--- config.mk ---
export PLATFORM = sky130hd
export DESIGN_NAME = acc_adc_ctrl
export DESIGN_NICKNAME = d
export VERILOG_FILES = /design/src/include/acc_pkg.sv /design/src/rtl/acc_adc_ctrl.sv
export SDC_FILE = /design/constraint.sdc
export NUM_CORES = 1
export LEC_CHECK = 0
export BUFFER_PORTS_ARGS = -buffer_cell sky130_fd_sc_hd__buf_2
export CAP_MARGIN = 10
export CORE_MARGIN = 2
export CORE_UTILIZATION = 40
export CTS_CLUSTER_SIZE = 20
export DETAILED_ROUTE_END_ITERATION = 16
export GPL_ROUTABILITY_DRIVEN = 1
export PLACE_DENSITY_LB_ADDON = 0.25
export SETUP_SLACK_MARGIN = 0.2
export SLEW_MARGIN = 10
export SYNTH_ARGS = -nofsm -noshare
export SYNTH_HDL_FRONTEND = slang
export SYNTH_SLANG_ARGS = --single-unit
--- constraint.sdc ---
create_clock -name CLK_I -period 2.75 [get_ports CLK_I]
set_input_delay 0.4125 -clock CLK_I [delete_from_list [all_inputs] [get_ports CLK_I]]
set_output_delay 0.4125 -clock CLK_I [all_outputs]
set_load 0.03 [all_outputs]
--- src/include/acc_pkg.sv ---
// Shared constants of the converter controller
package acc_pkg;
   // Register byte offsets
   localparam logic [7:0] ACC_OFF_CTRL  = 8'h00; // control_register
   localparam logic [7:0] ACC_OFF_MODE  = 8'h04; // mode_register
   localparam logic [7:0] ACC_OFF_CHEN  = 8'h10; // channel_enable_register
   localparam logic [7:0] ACC_OFF_CHDIS = 8'h14; // channel_disable_register
   localparam logic [7:0] ACC_OFF_CHST  = 8'h18; // enabled channel mask
   localparam logic [7:0] ACC_OFF_LAST  = 8'h20; // last_result_register
   localparam logic [7:0] ACC_OFF_IMSET = 8'h24; // mask set
   localparam logic [7:0] ACC_OFF_IMCLR = 8'h28; // mask clear
   localparam logic [7:0] ACC_OFF_IMASK = 8'h2c; // mask read
   localparam logic [7:0] ACC_OFF_STAT  = 8'h30; // status_register
   localparam logic [7:0] ACC_OFF_OVR   = 8'h3c; // channel overrun flags
   localparam logic [7:0] ACC_OFF_EXT   = 8'h40; // extended_mode_register
   localparam logic [7:0] ACC_OFF_CRES  = 8'h50; // channel_result_register 0
   // Control register fields
   localparam int ACC_CTRL_START = 1;
   // Mode register fields
   localparam int ACC_MODE_HARDWARE_TRIGGER_ENABLE  = 0;  // hardware_trigger_enable
   localparam int ACC_MODE_TRIGGER_SELECT_FIELD = 1;  // trigger_select_field, 3 bits
   localparam int ACC_MODE_LOW_RESOLUTION_BIT = 4;  // low_resolution_bit
   localparam int ACC_MODE_DIV    = 8;  // clock_divider_field, 8 bits
   localparam int ACC_MODE_TRACK  = 24; // tracking_time_field, 4 bits
   localparam int ACC_MODE_XFER   = 28; // transfer time field, 2 bits
   // Extended mode fields
   localparam int ACC_EXT_TAG = 24;
   // Status register fields
   localparam int ACC_ST_DATA_READY_FLAG  = 24;
   localparam int ACC_ST_GENERAL_OVERRUN_FLAG = 25;
   // Last result fields
   localparam int ACC_LAST_CHANNEL_NUMBER_FIELD = 12;
   // Trigger select encodings
   localparam logic [2:0] ACC_TRG_EXT = 3'h3;
   // Reset values
   localparam logic [31:0] ACC_MODE_RST = 32'h0000_0000;
   localparam logic [15:0] ACC_CHEN_RST = 16'h0000;
endpackage

--- src/rtl/acc_adc_ctrl.sv ---
// Converter controller: sequencing, results, flags, triggers, DMA, APB slave
//
// The APB slave port and the address map were chosen for this implementation.
`timescale 1ns/1ps
module acc_adc_ctrl
   import acc_pkg::*;
#(
   parameter int NCH = 16      // Analog channels
) (
   // Clock and reset
   input  wire logic        CLK_I,
   input  wire logic        ARST_N_I,
   // APB slave
   input  wire logic        PSEL_I,
   input  wire logic        PENABLE_I,
   input  wire logic        PWRITE_I,
   input  wire logic [7:0]  PADDR_I,
   input  wire logic [31:0] PWDATA_I,
   output logic      [31:0] PRDATA_O,
   output logic             PREADY_O,
   output logic             PSLVERR_O,
   // Trigger sources
   input  wire logic [2:0]  TIMER_TRIG_I,
   input  wire logic        EXT_TRIG_I,
   // Analog cell
   output logic      [3:0]  CELL_CH_O,
   output logic             CELL_TRACK_O,
   output logic             CELL_CONV_O,
   input  wire logic [9:0]  CELL_DATA_I,
   // DMA and interrupt
   output logic             DMA_REQ_O,
   output logic      [15:0] DMA_DATA_O,
   output logic             IRQ_O
);

   // Sequencer states, one-hot
   typedef enum logic [3:0] {
      ST_IDLE  = 4'b0001,
      ST_SYNC  = 4'b0010,
      ST_TRACK = 4'b0100,
      ST_CONV  = 4'b1000
   } acc_state_e;

   // Next enabled channel above from; bit 4 set means none left
   function automatic logic [4:0] next_ch(input logic [15:0] mask, input logic [4:0] from);
      logic [4:0] r;
      r = 5'h10;
      for (int i = NCH - 1; i >= 0; i--) begin
         if (mask[i] && (5'(i) > from || from == 5'h1f)) begin
            r = 5'(i);
         end
      end
      return r;
   endfunction

   // Register file
   logic [31:0] mode_reg;      // Mode settings
   logic        tag_reg;       // Channel tagging
   logic [15:0] chen_reg;      // Enabled channels
   logic [31:0] imask_reg;     // Interrupt mask
   logic [15:0] eoc_reg;       // Per-channel completion
   logic [15:0] ovr_reg;       // Per-channel overrun
   logic        data_ready_flag_reg;      // Data ready
   logic        general_overrun_flag_reg;     // General overrun
   logic [9:0]  cres_reg [NCH]; // Channel results
   logic [9:0]  last_reg;      // Last result
   logic [3:0]  lastch_reg;    // Channel of last result
   // Bus
   logic        rdy_reg;       // Wait state done
   logic [31:0] rdata_reg;     // Captured read data
   logic        err_reg;       // Unmapped answer
   // Sequencer
   acc_state_e  state_reg;
   logic [8:0]  div_reg;       // Prescaler count
   logic        tick;          // Converter clock enable
   logic [4:0]  trk_reg;       // Tracking cycles left
   logic [2:0]  cnv_reg;       // Transfer cycles left
   logic [3:0]  cur_reg;       // Channel in conversion
   logic [3:0]  sel_reg;       // Channel on the mux
   logic        nxt_ok_reg;    // A channel is tracking behind
   logic        trig_reg;      // Pending trigger
   logic        hw_prev_reg;   // Trigger edge memory
   logic        data_ready_flag_prev_reg; // Ready edge memory
   logic [15:0] dma_reg;
   logic        dreq_reg;

   // Decoded strokes
   logic        acc, wr, rd, done, sw_start, hw_sel, hw_edge, rd_last, rd_stat, rd_ovr;
   logic        rd_cres;
   logic [3:0]  rd_ch;
   logic [4:0]  first, after;
   logic [4:0]  trk_load;
   logic [2:0]  cnv_load;
   logic [9:0]  res;

   // Transfer completes on the second access cycle
   assign acc      = PSEL_I & PENABLE_I & rdy_reg;
   assign wr       = acc & PWRITE_I;
   assign rd       = acc & ~PWRITE_I;
   assign rd_last  = rd & (PADDR_I == ACC_OFF_LAST);
   assign rd_stat  = rd & (PADDR_I == ACC_OFF_STAT);
   assign rd_ovr   = rd & (PADDR_I == ACC_OFF_OVR);
   assign rd_cres  = rd & rd_cres_addr(PADDR_I);
   assign rd_ch    = 4'((PADDR_I - ACC_OFF_CRES) >> 2);
   assign sw_start = wr & (PADDR_I == ACC_OFF_CTRL) & PWDATA_I[ACC_CTRL_START];
   assign trk_load = {1'b0, mode_reg[ACC_MODE_TRACK +: 4]} + 5'h01;
   assign cnv_load = {1'b0, mode_reg[ACC_MODE_XFER +: 2]} + 3'h1;
   assign first    = next_ch(chen_reg, 5'h1f);
   assign after    = next_ch(chen_reg, {1'b0, sel_reg});
   assign done     = tick & (state_reg == ST_CONV) & (cnv_reg == 3'h1);

   // Selected hardware source; the enable gates only its edge below
   always_comb begin
      if (mode_reg[ACC_MODE_TRIGGER_SELECT_FIELD +: 3] == ACC_TRG_EXT) begin
         hw_sel = EXT_TRIG_I;
      end else if (mode_reg[ACC_MODE_TRIGGER_SELECT_FIELD +: 3] < ACC_TRG_EXT) begin
         hw_sel = TIMER_TRIG_I[mode_reg[ACC_MODE_TRIGGER_SELECT_FIELD +: 2]];
      end else begin
         hw_sel = 1'b0;                                          // Unused codes
      end
   end
   assign hw_edge = mode_reg[ACC_MODE_HARDWARE_TRIGGER_ENABLE] & hw_sel & ~hw_prev_reg;

   // Result shaped by resolution; low mode keeps top 8 bits in the LSBs
   assign res = mode_reg[ACC_MODE_LOW_RESOLUTION_BIT] ? {2'b00, CELL_DATA_I[9:2]} : CELL_DATA_I;

   // Converter clock enable, one pulse every (div+1)*2 master cycles
   always_ff @(posedge CLK_I or negedge ARST_N_I) begin
      if (!ARST_N_I) begin
         div_reg <= 9'h000;
      end else if (tick) begin
         div_reg <= 9'h000;
      end else begin
         div_reg <= div_reg + 9'h001;
      end
   end
   assign tick = (div_reg >= {mode_reg[ACC_MODE_DIV +: 8], 1'b1});

   // Trigger capture; a running pass drops new ones
   always_ff @(posedge CLK_I or negedge ARST_N_I) begin
      if (!ARST_N_I) begin
         hw_prev_reg <= 1'b0;
         trig_reg    <= 1'b0;
      end else begin
         hw_prev_reg <= hw_sel;
         if (state_reg != ST_IDLE) begin
            trig_reg <= 1'b0;
         end else if (sw_start | hw_edge) begin
            trig_reg <= 1'b1;
         end
      end
   end

   // Sequencer: track, transfer, overlap next tracking
   always_ff @(posedge CLK_I or negedge ARST_N_I) begin
      if (!ARST_N_I) begin
         state_reg  <= ST_IDLE;
         trk_reg    <= 5'h00;
         cnv_reg    <= 3'h0;
         cur_reg    <= 4'h0;
         sel_reg    <= 4'h0;
         nxt_ok_reg <= 1'b0;
      end else begin
         case (state_reg)
            ST_IDLE: begin
               // Nothing to convert keeps the pending trigger idle
               if (trig_reg && !first[4]) begin
                  state_reg <= ST_SYNC;
               end
            end
            ST_SYNC: begin
               // Wait for a converter clock edge; sync delay 1 master to 1 converter cycle
               if (tick) begin
                  state_reg <= ST_TRACK;
                  sel_reg   <= first[3:0];
                  trk_reg   <= trk_load;
               end
            end
            ST_TRACK: begin
               if (tick) begin
                  if (trk_reg <= 5'h01) begin
                     state_reg <= ST_CONV;
                     cur_reg   <= sel_reg;
                     cnv_reg   <= cnv_load;
                     // Next channel starts tracking under this conversion
                     nxt_ok_reg <= !after[4];
                     trk_reg    <= after[4] ? 5'h00 : trk_load;
                     sel_reg    <= after[4] ? sel_reg : after[3:0];
                  end else begin
                     trk_reg <= trk_reg - 5'h01;
                  end
               end
            end
            ST_CONV: begin
               if (tick) begin
                  // Next channel's tracking counts down under the transfer
                  trk_reg <= (trk_reg != 5'h00) ? trk_reg - 5'h01 : 5'h00;
                  if (cnv_reg == 3'h1) begin
                     if (!nxt_ok_reg) begin
                        state_reg <= ST_IDLE;
                     end else if (trk_reg <= 5'h01) begin
                        // Tracking already long enough: convert at once
                        cur_reg    <= sel_reg;
                        cnv_reg    <= cnv_load;
                        nxt_ok_reg <= !after[4];
                        trk_reg    <= after[4] ? 5'h00 : trk_load;
                        sel_reg    <= after[4] ? sel_reg : after[3:0];
                     end else begin
                        state_reg <= ST_TRACK;
                     end
                  end else begin
                     cnv_reg <= cnv_reg - 3'h1;
                  end
               end
            end
            default: begin
               state_reg <= ST_IDLE;
            end
         endcase
      end
   end

   // Results land in channel and last registers
   always_ff @(posedge CLK_I or negedge ARST_N_I) begin
      if (!ARST_N_I) begin
         last_reg   <= 10'h000;
         lastch_reg <= 4'h0;
         for (int i = 0; i < NCH; i++) begin
            cres_reg[i] <= 10'h000;
         end
      end else if (done) begin
         cres_reg[cur_reg] <= res;
         last_reg          <= res;
         lastch_reg        <= cur_reg;
      end
   end

   // Completion and ready flags; a set beats a same-cycle read clear
   always_ff @(posedge CLK_I or negedge ARST_N_I) begin
      if (!ARST_N_I) begin
         eoc_reg  <= 16'h0000;
         data_ready_flag_reg <= 1'b0;
      end else begin
         for (int i = 0; i < NCH; i++) begin
            if (done && cur_reg == 4'(i)) begin
               eoc_reg[i] <= 1'b1;
            end else if ((rd_cres && rd_ch == 4'(i))
                         || (rd_last && lastch_reg == 4'(i))) begin
               eoc_reg[i] <= 1'b0;
            end
         end
         if (done) begin
            data_ready_flag_reg <= 1'b1;
         end else if (rd_last) begin
            data_ready_flag_reg <= 1'b0;
         end
      end
   end

   // Overrun flags; unread data overwritten is recorded, reads clear
   always_ff @(posedge CLK_I or negedge ARST_N_I) begin
      if (!ARST_N_I) begin
         ovr_reg   <= 16'h0000;
         general_overrun_flag_reg <= 1'b0;
      end else begin
         for (int i = 0; i < NCH; i++) begin
            if (done && cur_reg == 4'(i) && eoc_reg[i]) begin
               ovr_reg[i] <= 1'b1;
            end else if (rd_ovr) begin
               ovr_reg[i] <= 1'b0;
            end
         end
         if (done && data_ready_flag_reg) begin
            general_overrun_flag_reg <= 1'b1;
         end else if (rd_stat) begin
            general_overrun_flag_reg <= 1'b0;
         end
      end
   end

   // DMA request on each ready rising edge, a channel disabled once selected still converts
   always_ff @(posedge CLK_I or negedge ARST_N_I) begin
      if (!ARST_N_I) begin
         data_ready_flag_prev_reg <= 1'b0;
         dreq_reg      <= 1'b0;
         dma_reg       <= 16'h0000;
      end else begin
         data_ready_flag_prev_reg <= data_ready_flag_reg;
         dreq_reg      <= data_ready_flag_reg & ~data_ready_flag_prev_reg;
         if (done) begin
            dma_reg <= {tag_reg ? cur_reg : 4'h0, 2'b00, res};
         end
      end
   end

   // Software-written configuration
   always_ff @(posedge CLK_I or negedge ARST_N_I) begin
      if (!ARST_N_I) begin
         mode_reg  <= ACC_MODE_RST;
         tag_reg   <= 1'b0;
         chen_reg  <= ACC_CHEN_RST;
         imask_reg <= 32'h0000_0000;
      end else if (wr) begin
         case (PADDR_I)
            ACC_OFF_MODE:  mode_reg  <= PWDATA_I;
            ACC_OFF_EXT:   tag_reg   <= PWDATA_I[ACC_EXT_TAG];
            ACC_OFF_CHEN:  chen_reg  <= chen_reg | PWDATA_I[15:0];
            ACC_OFF_CHDIS: chen_reg  <= chen_reg & ~PWDATA_I[15:0];
            ACC_OFF_IMSET: imask_reg <= imask_reg | PWDATA_I;
            ACC_OFF_IMCLR: imask_reg <= imask_reg & ~PWDATA_I;
            default: ; // Other offsets hold no writable state
         endcase
      end
   end

   // Read mux and one wait state; data sampled a cycle before the clear
   always_ff @(posedge CLK_I or negedge ARST_N_I) begin
      if (!ARST_N_I) begin
         rdy_reg   <= 1'b0;
         rdata_reg <= 32'h0000_0000;
         err_reg   <= 1'b0;
      end else begin
         rdy_reg   <= PSEL_I & PENABLE_I & ~rdy_reg;
         rdata_reg <= 32'h0000_0000;
         err_reg   <= 1'b0;
         if (PSEL_I && PENABLE_I && !rdy_reg) begin
            if (rd_cres_addr(PADDR_I)) begin
               rdata_reg <= {22'h000000, cres_reg[4'((PADDR_I - ACC_OFF_CRES) >> 2)]};
            end else begin
               case (PADDR_I)
                  ACC_OFF_CTRL, ACC_OFF_CHEN, ACC_OFF_CHDIS, ACC_OFF_IMSET, ACC_OFF_IMCLR: begin
                     rdata_reg <= 32'h0000_0000;    // Write-only, read zero
                  end
                  ACC_OFF_MODE:  rdata_reg <= mode_reg;
                  ACC_OFF_EXT:   rdata_reg <= {7'h00, tag_reg, 24'h000000};
                  ACC_OFF_CHST:  rdata_reg <= {16'h0000, chen_reg};
                  ACC_OFF_LAST:  rdata_reg <= {16'h0000, tag_reg ? lastch_reg : 4'h0,
                                              2'b00, last_reg};
                  ACC_OFF_IMASK: rdata_reg <= imask_reg;
                  ACC_OFF_STAT:  rdata_reg <= status_word(eoc_reg, data_ready_flag_reg, general_overrun_flag_reg);
                  ACC_OFF_OVR:   rdata_reg <= {16'h0000, ovr_reg};
                  default:       err_reg   <= 1'b1;      // Unmapped
               endcase
            end
         end
      end
   end

   // Channel result window decode, shared by read capture
   function automatic logic rd_cres_addr(input logic [7:0] a);
      return (a >= ACC_OFF_CRES) && (a < ACC_OFF_CRES + 8'(4 * NCH)) && (a[1:0] == 2'b00);
   endfunction

   // Status word layout; flags passed in so a continuous use sees each change
   function automatic logic [31:0] status_word(input logic [15:0] e, input logic d, g);
      logic [31:0] s;
      s = {16'h0000, e};
      s[ACC_ST_DATA_READY_FLAG]  = d;
      s[ACC_ST_GENERAL_OVERRUN_FLAG] = g;
      return s;
   endfunction

   // Outputs
   assign PREADY_O     = rdy_reg;
   assign PRDATA_O     = rdata_reg;
   assign PSLVERR_O    = err_reg & rdy_reg;
   assign CELL_CH_O    = sel_reg;
   assign CELL_TRACK_O = (state_reg == ST_TRACK) | ((state_reg == ST_CONV) & nxt_ok_reg);
   assign CELL_CONV_O  = (state_reg == ST_CONV);
   assign DMA_REQ_O    = dreq_reg;
   assign DMA_DATA_O   = dma_reg;
   assign IRQ_O        = |(status_word(eoc_reg, data_ready_flag_reg, general_overrun_flag_reg) & imask_reg);

endmodule

Word level (Yosys, flattened, before mapping)
Cells that the tools add are included.

Register bits after elaboration: 371. Output and inout bits: 58.

$add $sub $neg: 6. Equality and inequality tests: 72. Reductions and logical operators: 162. Bitwise logic cells: 33. Muxes and demuxes: 154. Order comparisons: 24.

Operators with widths (count): 32-bit one-hot mux with 7 select lines (1); 5-bit two-way mux (40); 160-bit bitwise mux (1); 4-bit == test, second input constant (25); 4-bit two-way mux (22); 1-bit logical AND (86); 2-bit nonzero test (38); 1-bit two-way mux (67); 32-bit two-way mux (2); 32-bit one-hot mux with 2 select lines (1); 4-bit by 3-bit == test with 1-bit output, second input constant (13); 8-bit by 6-bit == test with 1-bit output, second input constant (6); 10-bit binary-select mux with 4-bit select (1); 10-bit demux with 4-bit select (1); 10-bit two-way mux (4); 26-bit by 32-bit AND with 32-bit output (1); 32-bit AND (1); 4-bit greater-than comparator, first input constant (8); 32-bit inverter (1); 32-bit OR (1); 16-bit one-hot mux with 2 select lines (1); 32-bit OR reduction (1); 4-bit by 2-bit == test with 1-bit output, second input constant (7); 8-bit by 5-bit == test with 1-bit output, second input constant (3); other kinds (55) (119).

Longest topological paths before layout
Word-level depth: 23. Mapped depth: 11.

Worst setup path after synthesis
No wires, ideal clock.

Path type: input-to-reg. From: input PADDR_I[4]. To: register mode_reg[10]. Library setup time: 125 ps. Path buffers: 3. Arrival time: 2624 ps. Cell stages on the path: 9. Path slack: 2 ps. Cell sequence: buf_1 inv_1 ha_1 nor2b_1 and3_1 clkbuf_1 nand2_1 buf_1 mux2_2.

Word-level cells in the longest chain between the ends: 2.

Ends and longest elaborated chain: from (decl) (line acc_adc_ctrl.sv:17) `input wire logic [7:0] PADDR_I,`; 8-bit by 3-bit == test with 1-bit output (line acc_adc_ctrl.sv:304) `case (PADDR_I)`; 2-bit AND reduction (no source line); to (signal assigned) (line acc_adc_ctrl.sv:299) `mode_reg <= ACC_MODE_RST;`; to (signal assigned) (line acc_adc_ctrl.sv:305) `ACC_OFF_MODE: mode_reg <= PWDATA_I;`; to (decl) (line acc_adc_ctrl.sv:57) `logic [31:0] mode_reg;`.

Every way passes these cells. A chain may end at the register's enable or synchronous reset.

Final worst setup path
From: register state_reg[2]. To: output CELL_TRACK_O.

Word-level cells in the longest chain between the ends: 3. Elaborated cells on any way between the ends: 4.

Ends and longest elaborated chain: from (decl) (line acc_adc_ctrl.sv:73) `acc_state_e state_reg;`; from (signal assigned) (line acc_adc_ctrl.sv:157) `state_reg <= ST_IDLE;`; from (signal assigned) (line acc_adc_ctrl.sv:168) `state_reg <= ST_SYNC;`; from (signal assigned) (line acc_adc_ctrl.sv:174) `state_reg <= ST_TRACK;`; 4-bit == test (line acc_adc_ctrl.sv:368) `assign CELL_TRACK_O = (state_reg == ST_TRACK) | ((state_reg == ST_CONV) & nxt_ok_reg);`; 1-bit AND (line acc_adc_ctrl.sv:368); 1-bit OR * (line acc_adc_ctrl.sv:368); to (decl) (line acc_adc_ctrl.sv:27) `output logic CELL_TRACK_O,`.

Mark *: on every way between the ends. The rest lies on a longest branch, timed or not.

==> summary.md <==
| Metric | Value |
|---|---|
| Internal power | `9160 uW` |
| Fmax | `395 MHz` |
| Clock power frac | `0.390` |
| EDFF count, synth | `0` |
| Pin slew with the least headroom to its limit | `0.860 ns` |
| Met3 wire len | `3.48 mm` |
| Initial core utilization | `0.404` |
| Initial antenna violation count | `1` |
| Syn Area/Cell | `10.6 um2` |
| Top layer in use | `met4` |
| Placed inst area | `0.0191 mm2` |
| Grt total ovfl | `0` |
| RSZ-0062 raised after global routing | `true` |
| Combinational power share | `0.163` |
| Clk_skew | `0.0131 ns` |
| CP Launch Type | `flip-flop` |
| Post-Syn Instances | `1638` |
| Commonest non-fill, non-tap cell in the layout | `dfrtp_1` |
| Number of I/O pins | `117` |
| Tot Pwr | `12900 uW` |
| Final slew viol count | `0` |
| Drt pass-1 iters | `8` |
| # setup viols final | `0` |
| Post-Place Cells | `2305` |
| Tmin final | `2.53 ns` |
| DRT antenna net count | `0` |
| DRC Markers | `0` |
| Relative max-transition margin | `0.422` |
| Die width | `212 um` |
| Worst setup path category | `reg -> out` |
| Commonest non-fill, non-tap cells in the layout | `dfrtp_1 (358), nand2_1 (221), o21ai_0 (172)` |
| Status | `finished clean` |
| 1st-iter DRT viols | `1384` |
| Vias | `13926` |
| Number of global-route vias before repair | `13683` |
| Worst EP required | `2.34 ns` |
| Placer Congestion | `0.893` |
| Clock tree sinks | `361` |
| Met2 wire length | `25.5 mm` |
| PortBufs | `114` |
| Hold Crit Class | `in -> reg` |
| DP HPWL | `37.3 mm` |
| Clock Tree Root | `clkbuf_16` |
| TritonCTS clock tree | `yes` |
| Cell area after layout | `0.0204 mm2` |
| Period utilization | `0.920` |
| Row count | `76` |
| CTS clock-pin slew for the worst setup and hold paths | `0.06 ns` |
| Crit. End Element | `output port` |
| All-Layer GR Usage | `0.241` |
| Sw Ratio | `0.288` |
| Netlist cell types | `93` |
| Die area | `0.0451 mm2` |
| Largest cells by area after synthesis | `dfrtp_1 (52%), mux4_2 (6.6%), o21ai_0 (5.0%), nand2_1 (4.8%), mux2_2 (3.1%)` |
| Critical path startpoint | `state_reg[2]` |
| Ys flop type | `dfrtp_1` |
| P_sw | `3710 uW` |
| Final nets | `1847` |
| Pwr dens | `631 mW/mm2` |
| H-tree Lvls | `2` |
| Area Overhead vs Synth | `17.5%` |
| R2R Path Start | `mode_reg[9]` |
| Critical Path Fanout Max | `6` |
| Final hold vios | `0` |
| #FFs+latches synth | `361` |
| Average wire per standard cell | `22.6 um` |
| Hold Path Origin | `PWDATA_I[31]` |
| Largest net degree at the start of global routing | `75` |
| YS warnings | `0` |
| Mapped cell area | `0.0174 mm2` |
| Total CTS buffers | `39` |
| Register share of total power | `0.447` |
| Register area share after synthesis | `0.520` |
| Clock Path Buffers | `3` |
| R2R cell count | `9` |
| Core Footprint | `0.0430 mm2` |
| Ys async rst share | `1.00` |
| Area share of the largest cell type after synthesis | `0.518` |
| Die Y-Extent | `212 um` |
| Leak | `0.00908 uW` |
| Worst EP arrival | `2.12 ns` |
| Post-synth top area cell | `dfrtp_1` |
| Hold Path Stages | `2` |
| Worst vdd ir | `0.452 mV` |
| Clk Latency, worst-skew pair | `0.54 ns` |
| M1 wire length | `23.4 mm` |
| First-pass GRT wire length | `83.2 mm` |
| Layout cells sized above 1 | `0.243` |
| Finished Layout Cells | `2378` |
| Routed wire length | `53.8 mm` |
| MaxCap Viol Count | `0` |
| Vias per cell | `5.86` |
==> repair_timing <==
action,CTS,global route
endpoints found under the hold margin,47,0
setup endpoints to repair,14,60
pin swaps,0,2
gates cloned,0,1
resized for setup,7,18
setup buffers,0,5
hold buffers,1,0
==> metal layers <==
| layer | vias to the layer above | global-route usage |
|---|---|---|
| li1 | 6256 | - |
| met1 | 7049 | 0.340 |
| met2 | 524 | 0.386 |
| met3 | 97 | 0.0350 |
| met4 | 0 | 0.0709 |
| met5 | - | 0 |
==> cells in the mapped netlist, drive strengths merged (17+ instances only) <==
| cell | number |
|---|---|
| nor3 | 17 |
| a31oi | 65 |
| mux4 | 51 |
| a222oi | 17 |
| ha | 20 |
| inv | 42 |
| a22oi | 40 |
| clkbuf | 91 |
| a21oi | 104 |
| nand3 | 25 |
| nor2 | 80 |
| o21ai | 181 |
| buf | 46 |
| nor2b | 21 |
| dfrtp | 360 |
| mux2 | 50 |
| nand2 | 221 |
==> power by group through the flow <==
stage	Combinational [uW]	Sequential, uW	Clock [uW]
2_1_floorplan	1220	5830	0
3_3_place_gp	2030	5840	0
5_1_grt	2310	5780	5350
6_report	2100	5760	5020
4_1_cts	2060	5750	5100
3_5_place_dp	2050	5850	0
==> stage by stage <==
step	hold WS, ns	setup TNS [ns]	utilization	setup WS, ns
after floorplan	0.117	0	-	0.249
after global placement	0.386	0	0.443	0.000866
after detailed placement	0.387	-0.0962	0.443	-0.0461
after CTS	0.0662	0	0.472	0.0870
after global routing	0.0873	0	0.475	0.152
final	0.0850	0	0.475	0.221
==> worst paths after layout <==
path,slack [ns],end
worst max-delay path,0.22,CELL_TRACK_O
worst min-delay path,0.09,flip-flop
worst max register to register,0.24,ovr_reg[13]
worst min register to register,0.40,DMA_REQ_O
max in group asynchronous,1.51,cres_reg[115]
min in group asynchronous,0.41,state_reg[2]
==> worst max-delay path: stages (launching register included) <==
cell        delay (ns)
dfrtp_1           0.45
or4b_4            0.63
clkinvlp_4        0.17
a21o_1            0.14
buf_2             0.19
==> layout make-up <==
| cell class | count | area [um2] |
|---|---|---|
| Antenna cell | 1 | 2.50 |
| Inverter | 42 | 161 |
| Fill cell | 4025 | 22600 |
| Sequential cell | 361 | 9040 |
| Clock buffer | 59 | 1150 |
| Multi-Input combinational cell | 1100 | 7680 |
| Clock inverter | 6 | 36.3 |
| Tap cell | 585 | 732 |
| Timing Repair Buffer | 224 | 1610 |
==> cells by family (layout without fill, tap and decap cells) <==
logic type,after synthesis,after routing,synth area share
compound gates,522,523,0.191
simple gates,432,432,0.117
flops,361,361,0.520
buf+inv,179,331,0.0463
mux,112,112,0.105
fa+ha+maj,20,20,0.0144
xor+xnor,11,11,0.00554
other cells,1,3,0.000216
Note: power is estimated with default switching activity, not from simulation.
